[src/pbpu_pkg.sv]
package pbpu_pkg;
  localparam int         DW             = 8;
  localparam int         AW             = 4;
  localparam logic [3:0] ADDR_PULLUP    = 4'h0;
  localparam logic [3:0] ADDR_ANALOG    = 4'h4;
  localparam logic [3:0] ADDR_DIRECTION = 4'h8;
  localparam logic [3:0] ADDR_CONTROL   = 4'hC;
  localparam logic [3:0] ADDR_LEVELS    = 4'h0;
  localparam logic [7:0] PULLUP_MASK    = 8'hF2;
  localparam logic [7:0] ANALOG_MASK    = 8'h72;
  localparam logic [7:0] DIR_MASK       = 8'hF3;
  localparam logic [7:0] PULLUP_RESET   = 8'hF2;
  localparam logic [7:0] ANALOG_RESET   = 8'h72;
  localparam logic [7:0] DIR_RESET      = 8'hF3;
  localparam int         CTRL_GPU_BIT   = 0;
  localparam logic       GPU_RESET      = 1'b1;

  typedef struct packed {
    logic [7:0] pullup_on;
    logic [7:0] dig_in_en;
    logic [7:0] ioc_allow;
  } pbpu_pin_ctl_t;
endpackage : pbpu_pkg

[src/pbpu_port_b_cfg.sv]
// Overview of operation
// - each implemented pull-up enable bit (7..4, 1) requests a pull-up at 1.
// - bits 3, 2 and 0 of both registers ignore writes and read as zero.
// - pull-up on only with global enable, input dir, enable bit, not analog.
// - analog-select bits 6..4 and 1 at 1 mean analog, at 0 digital use.
// - analog mode forces off digital input, pull-up and change detection.
// - after reset the global pull-up control disables every pull-up.
// - a pin set as output never has its pull-up on.
// - digital reads of an analog pin return zero in that bit.
module pbpu_port_b_cfg (
  // clock and reset
  input  wire logic                  CLK_I,
  input  wire logic                  SYS_RST_I,
  // avalon-mm slave
  input  wire logic [3:0]            AVS_ADDRESS_I,
  input  wire logic                  AVS_READ_I,
  input  wire logic                  AVS_WRITE_I,
  input  wire logic [31:0]           AVS_WRITEDATA_I,
  input  wire logic [3:0]            AVS_BYTEENABLE_I,
  output logic [31:0]                AVS_READDATA_O,
  output logic                       AVS_WAITREQUEST_O,
  // pins
  input  wire logic [7:0]            PIN_LEVEL_I,
  output pbpu_pkg::pbpu_pin_ctl_t    PIN_CTL_O,
  output logic [7:0]                 PIN_DIR_INPUT_O
);
  // bus handshake: an access is answered one cycle after it is seen
  typedef enum logic [1:0] {
    PBPU_IDLE   = 2'b00,
    PBPU_ANSWER = 2'b01
  } pbpu_bus_state_t;

  pbpu_bus_state_t         state_reg;
  pbpu_bus_state_t         state_next;
  logic [7:0]              pullup_reg;
  logic [7:0]              analog_reg;
  logic [7:0]              dir_reg;
  logic                    gpu_disable_reg;
  logic [7:0]              lvl_meta_reg;
  logic [7:0]              lvl_sync_reg;
  logic                    wr_ok;
  logic                    rd_take;
  logic                    sel_pullup;
  logic                    sel_analog;
  logic                    sel_direction;
  logic                    sel_control;
  logic [31:0]             rd_next;
  logic [7:0]              pullup_on_next;
  logic [7:0]              dig_in_next;
  logic [7:0]              ioc_next;
  pbpu_pkg::pbpu_pin_ctl_t ctl_next;

  always_comb
  begin
    state_next = state_reg;
    case (state_reg)
      PBPU_IDLE:
      begin
        if (AVS_READ_I || AVS_WRITE_I)
        begin
          state_next = PBPU_ANSWER;
        end
      end
      PBPU_ANSWER:
      begin
        // the master drops its request at this edge
        state_next = PBPU_IDLE;
      end
      default:
      begin
        state_next = PBPU_IDLE;
      end
    endcase
  end

  always_ff @(posedge CLK_I)
  begin
    if (SYS_RST_I)
    begin
      state_reg <= PBPU_IDLE;
    end
    else
    begin
      state_reg <= state_next;
    end
  end

  // waitrequest is low exactly while the answer state lasts
  always_ff @(posedge CLK_I)
  begin
    if (SYS_RST_I)
    begin
      AVS_WAITREQUEST_O <= 1'b1;
    end
    else
    begin
      AVS_WAITREQUEST_O <= (state_next != PBPU_ANSWER);
    end
  end

  // a write lands only at the edge that sees waitrequest low
  assign wr_ok   = AVS_WRITE_I & (state_reg == PBPU_ANSWER)
                   & AVS_BYTEENABLE_I[0];
  // read data is loaded one edge early so it stands at the answer edge
  assign rd_take = AVS_READ_I & (state_reg == PBPU_IDLE);

  assign sel_pullup    = (AVS_ADDRESS_I == pbpu_pkg::ADDR_PULLUP);
  assign sel_analog    = (AVS_ADDRESS_I == pbpu_pkg::ADDR_ANALOG);
  assign sel_direction = (AVS_ADDRESS_I == pbpu_pkg::ADDR_DIRECTION);
  assign sel_control   = (AVS_ADDRESS_I == pbpu_pkg::ADDR_CONTROL);

  // pins arrive asynchronously
  always_ff @(posedge CLK_I)
  begin
    if (SYS_RST_I)
    begin
      lvl_meta_reg <= 8'h00;
      lvl_sync_reg <= 8'h00;
    end
    else
    begin
      lvl_meta_reg <= PIN_LEVEL_I;
      lvl_sync_reg <= lvl_meta_reg;
    end
  end

  always_ff @(posedge CLK_I)
  begin
    if (SYS_RST_I)
    begin
      pullup_reg <= pbpu_pkg::PULLUP_RESET;
    end
    else if (wr_ok && sel_pullup)
    begin
      pullup_reg <= AVS_WRITEDATA_I[7:0] & pbpu_pkg::PULLUP_MASK;
    end
  end

  always_ff @(posedge CLK_I)
  begin
    if (SYS_RST_I)
    begin
      analog_reg <= pbpu_pkg::ANALOG_RESET;
    end
    else if (wr_ok && sel_analog)
    begin
      analog_reg <= AVS_WRITEDATA_I[7:0] & pbpu_pkg::ANALOG_MASK;
    end
  end

  // direction stays free of analog select: analog pins may still drive
  always_ff @(posedge CLK_I)
  begin
    if (SYS_RST_I)
    begin
      dir_reg <= pbpu_pkg::DIR_RESET;
    end
    else if (wr_ok && sel_direction)
    begin
      dir_reg <= AVS_WRITEDATA_I[7:0] & pbpu_pkg::DIR_MASK;
    end
  end

  always_ff @(posedge CLK_I)
  begin
    if (SYS_RST_I)
    begin
      gpu_disable_reg <= pbpu_pkg::GPU_RESET;
    end
    else if (wr_ok && sel_control)
    begin
      gpu_disable_reg <= AVS_WRITEDATA_I[pbpu_pkg::CTRL_GPU_BIT];
    end
  end

  genvar bit_idx;
  generate
    for (bit_idx = 0; bit_idx < 8; bit_idx++)
    begin : g_pin
      // an analog pin loses its input path and change detection
      assign dig_in_next[bit_idx] = pbpu_pkg::DIR_MASK[bit_idx]
                                    & ~analog_reg[bit_idx];
      assign ioc_next[bit_idx]    = pbpu_pkg::DIR_MASK[bit_idx]
                                    & ~analog_reg[bit_idx];
      // output direction or global disable switches the pull-up off
      assign pullup_on_next[bit_idx] = ~gpu_disable_reg
                                       & dir_reg[bit_idx]
                                       & pullup_reg[bit_idx]
                                       & ~analog_reg[bit_idx];
    end
  endgenerate

  // pin levels sit in the control word, masked by the input path
  always_comb
  begin
    rd_next = 32'h0000_0000;
    case (AVS_ADDRESS_I)
      pbpu_pkg::ADDR_PULLUP:
      begin
        rd_next[7:0] = pullup_reg;
      end
      pbpu_pkg::ADDR_ANALOG:
      begin
        rd_next[7:0] = analog_reg;
      end
      pbpu_pkg::ADDR_DIRECTION:
      begin
        rd_next[7:0] = dir_reg;
      end
      pbpu_pkg::ADDR_CONTROL:
      begin
        rd_next[pbpu_pkg::CTRL_GPU_BIT] = gpu_disable_reg;
        rd_next[15:8] = lvl_sync_reg & dig_in_next;
      end
      default:
      begin
        rd_next = 32'h0000_0000;
      end
    endcase
  end

  always_ff @(posedge CLK_I)
  begin
    if (SYS_RST_I)
    begin
      AVS_READDATA_O <= 32'h0000_0000;
    end
    else if (rd_take)
    begin
      AVS_READDATA_O <= rd_next;
    end
  end

  always_comb
  begin
    ctl_next.pullup_on = pullup_on_next;
    ctl_next.dig_in_en = dig_in_next;
    ctl_next.ioc_allow = ioc_next;
  end

  // controls and direction copy leave on the same edge
  always_ff @(posedge CLK_I)
  begin
    if (SYS_RST_I)
    begin
      PIN_CTL_O       <= '0;
      PIN_DIR_INPUT_O <= pbpu_pkg::DIR_RESET;
    end
    else
    begin
      PIN_CTL_O       <= ctl_next;
      PIN_DIR_INPUT_O <= dir_reg;
    end
  end
endmodule : pbpu_port_b_cfg

[config.mk]
export PLATFORM = sky130hd
export DESIGN_NAME = pbpu_port_b_cfg
export DESIGN_NICKNAME = d
export VERILOG_FILES = /design/src/pbpu_pkg.sv /design/src/pbpu_port_b_cfg.sv
export SDC_FILE = /design/constraint.sdc
export NUM_CORES = 1
export LEC_CHECK = 0
export ABC_AREA = 1
export BUFFER_PORTS_ARGS = -buffer_cell sky130_fd_sc_hd__buf_2
export CAP_MARGIN = 10
export CORE_MARGIN = 4
export CORE_UTILIZATION = 49
export DETAILED_ROUTE_END_ITERATION = 6
export PLACE_DENSITY = 0.85
export SLEW_MARGIN = 5
export SYNTH_ARGS = -nofsm -noshare
export SYNTH_HDL_FRONTEND = slang
export SYNTH_SLANG_ARGS = --single-unit
[constraint.sdc]
create_clock -name CLK_I -period 2.75 [get_ports CLK_I]
set_input_delay 0.275 -clock CLK_I [delete_from_list [all_inputs] [get_ports CLK_I]]
set_output_delay 0.275 -clock CLK_I [all_outputs]
set_load 0.005 [all_outputs]
==> reports/qor.txt <==
Status: complete, no violations
Setup Viol. Count Final: 0
Worst setup margin: 1.33 ns
Synth async-reset ratio: 0
Final nets: 393
LEAKAGE: 1.37 nW
Vias per cell: 4.52
Max-Slew Margin vs Limit: 0.665
Top reg by flops: AVS_READDATA_O
Worst path buffer plus inverter count: 2
Routability cong.: 0.850
Worst path max stage delay: 0.33 ns
CP max FO: 13
Sequential fraction of the synthesis area: 0.498
DRT Wirelength: 4610 um
TritonCTS Buffers: 9
Total clock sinks: 59
Pre-CTS WS: 1.30 ns
Multi-input logic area: 851 sq um
CP required: 3.00 ns
Antenna violations before repair: 0
RSZ-0062 raised after global routing: false
Busiest grt layer: met2
Post-synthesis compound-gate area fraction: 0.0496
First-pass DRT Iterations: 4
Net Sw Frac: 0.223
Ranking of synthesized cells by area: dfxtp_1 50%, buf_4 11%, nand2_1 8.7%, nand3_1 7.6%, inv_1 4.3%
Post-CTS Setup Inserts: 0
Peak Freq: 705 MHz
Switch Pwr: 392 uW
Post-synthesis area per instance: 8.24 sq um
Combinational power share: 0.053
Ratio of cells with drive above 1 in the final layout: 0.275
H-Tree Depth: 3
EDFF count, synth: 0
Initial core utilization: 0.503
Root Driver: clkbuf_8
Crit Path Class: flop to flop
Fill count: 414
Mux cell area share after synthesis: 0
Registers with the most flip-flops: AVS_READDATA_O x12, PIN_CTL_O x10
Non-filler instance count after layout: 413
Hold buffer count at CTS: 0
Number of global-route vias before repair: 1730
Synthesized instance count: 288
GRT met3 Usage: 0.0522
Sequential power share: 0.498
CTS tree: done
Synthesized area: 2370 sq um
Most frequent cell after synthesis: dfxtp_1
Max reg flops: 12
Simple logic cell fraction of the synthesized area: 0.261
Top delay family on crit path: simple AND/OR/NAND/NOR gates
Met1 usage: 0.186
Distinct cells, synth: 25
Overflow after GRT: 0
MaxCap Viol Count: 0
Pins Over Slew Limit: 0
Clock share of power: 0.449
Max Buffers Root-to-Sink: 2
Worst r2r src: state_reg[0]$_SDFF_PP0_
Setup crit end kind: flop
Largest family of logic cells by synthesized area: simple AND/OR/NAND/NOR gates
PwrDens: 641 nW/um^2
Worst-Skew Late Latency: 0.33 ns
Warnings from Yosys: 0
Hold WS: 0.142 ns
#FFs+latches synth: 59
HP Class: input port to flop
Resized cells post-CTS: 0
Antenna Nets Post-Route: 0
Core Area: 4720 sq um
Port Buf Inserts: 56
Most used DFF post-synth: dfxtp_1
Adder-Cell Fraction of Synth Area: 0
Post-route minimum period: 1.42 ns
Critical path arrival: 1.67 ns
Total global-route track usage: 0.163
IO Pins: 117
ANT cells: 0
Slew @ Worst Pin: 0.503 ns
M2 GR Usage: 0.266
Placement Rows: 25
Final hold vios: 0
Area leader, netlist: dfxtp_1
Dpl hpwl: 3310 um
Worst Skew: 0.0101 ns
Synth-to-Final Area Change: 15.4%
Wire per inst: 11.2 um
DRT iter0 DRCs: 121
Residual DRC count: 0
Die area: 6020 sq um
Utilization after layout: 0.580
Vias: 1866
Worst vdd ir: 536 uV
First-pass GRT wire length: 7670 um
Yosys top cell area share: 0.498
Synth Area in XOR/XNOR: 0
P_int: 1.36 mW
Register area: 1180 sq um
Commonest cells in the netlist: 59 x dfxtp_1, 55 x nand2_1, 36 x buf_4, 36 x nand3_1, 27 x inv_1
Period utilization: 0.516
Die width: 77.6 um
Crit start category: flop
Start point of the critical path: state_reg[0]$_SDFF_PP0_
CP cell instances: nor2_1, nand2_1, inv_2, nand2_2, inv_2, nand2_1, a21oi_1
Worst-path clk slew: 0.07 ns
Largest net degree at the start of global routing: 29
Placed insts: 397
Setup TNS: 0 ns
Die Span Y: 77.6 um
Hold Crit Start: PIN_LEVEL_I[0]
Worst path slowest cell: dfxtp_1
==> power by group through the flow <==
stage	combinational (mW)	clock [mW]	sequential, mW
floorplan	0.0906	0	0.893
global placement	0.0898	0	0.892
detailed placement	0.0909	0	0.893
CTS	0.0924	0.807	0.874
global route	0.106	0.854	0.875
finish	0.0929	0.789	0.874
==> metal layers <==
metal | share of wire | vias up | wire length, um
met1 | 0.40 | 849 | 1860
met2 | 0.50 | 64 | 2310
met4 | 0.033 | 0 | 152
met5 | 0 | - | 0
met3 | 0.062 | 16 | 287
li1 | - | 937 | -
==> per-stage QoR <==
stage	area [sq um]	total power, mW
2_1_floorplan	2480	0.983
3_3_place_gp	2530	0.982
3_5_place_dp	2530	0.984
4_1_cts	2740	1.77
5_1_grt	2740	1.84
6_report	2740	1.76
==> placed cells by master (no fill, tap or decap), types with 2 or more instances in the layout <==
| master | Yosys | routed |
|---|---|---|
| clkinv_2 | 0 | 2 |
| or2_2 | 3 | 3 |
| dfxtp_1 | 59 | 59 |
| inv_1 | 27 | 27 |
| nor3_1 | 2 | 2 |
| nand2_2 | 3 | 3 |
| o21ai_0 | 4 | 4 |
| nand2_1 | 55 | 55 |
| nand3_1 | 36 | 36 |
| nor2_2 | 2 | 2 |
| nor2_4 | 6 | 6 |
| inv_2 | 7 | 7 |
| o211ai_1 | 7 | 7 |
| nor2_1 | 19 | 19 |
| buf_2 | 3 | 56 |
| conb_1 | 1 | 30 |
| clkbuf_8 | 0 | 11 |
| a21oi_1 | 8 | 8 |
==> worst register-to-register path: cells and delay by family (launching register included) <==
kind | cells | cell delay, ns
buffers and inverters | 2 | 0.31
AOI/OAI and AO/OA | 1 | 0.11
and+or+nand+nor | 4 | 0.59
DFF | 1 | 0.33
==> area by class of cell <==
class,count,area share
sequential,59,0.431
multi-input combinational,179,0.311
tap,67,0.0306
inverter,35,0.0480
clock buffer,12,0.0566
timing repair buffer,57,0.105
clock inverter,4,0.0178
==> final timing paths <==
path	endpoint	slack [ns]	cells after the start
setup / recovery	AVS_READDATA_O[15]$_SDFFE_PP0P_	1.33	7
hold / removal	lvl_meta_reg[0]$_SDFF_PP0_	0.14	3
setup reg to reg	AVS_READDATA_O[15]$_SDFFE_PP0P_	1.33	7
hold reg to reg	lvl_sync_reg[7]$_SDFF_PP0_	0.40	2
==> cell families (layout without fill, tap and decap cells) <==
logic type / Yosys count / in the layout
AO/OA/AOI/OAI: 20 / 20
buffers and inverters: 79 / 108
flip-flops: 59 / 59
other: 1 / 30
AND/OR/NAND/NOR: 129 / 129
(Power assumes the default switching activity.)
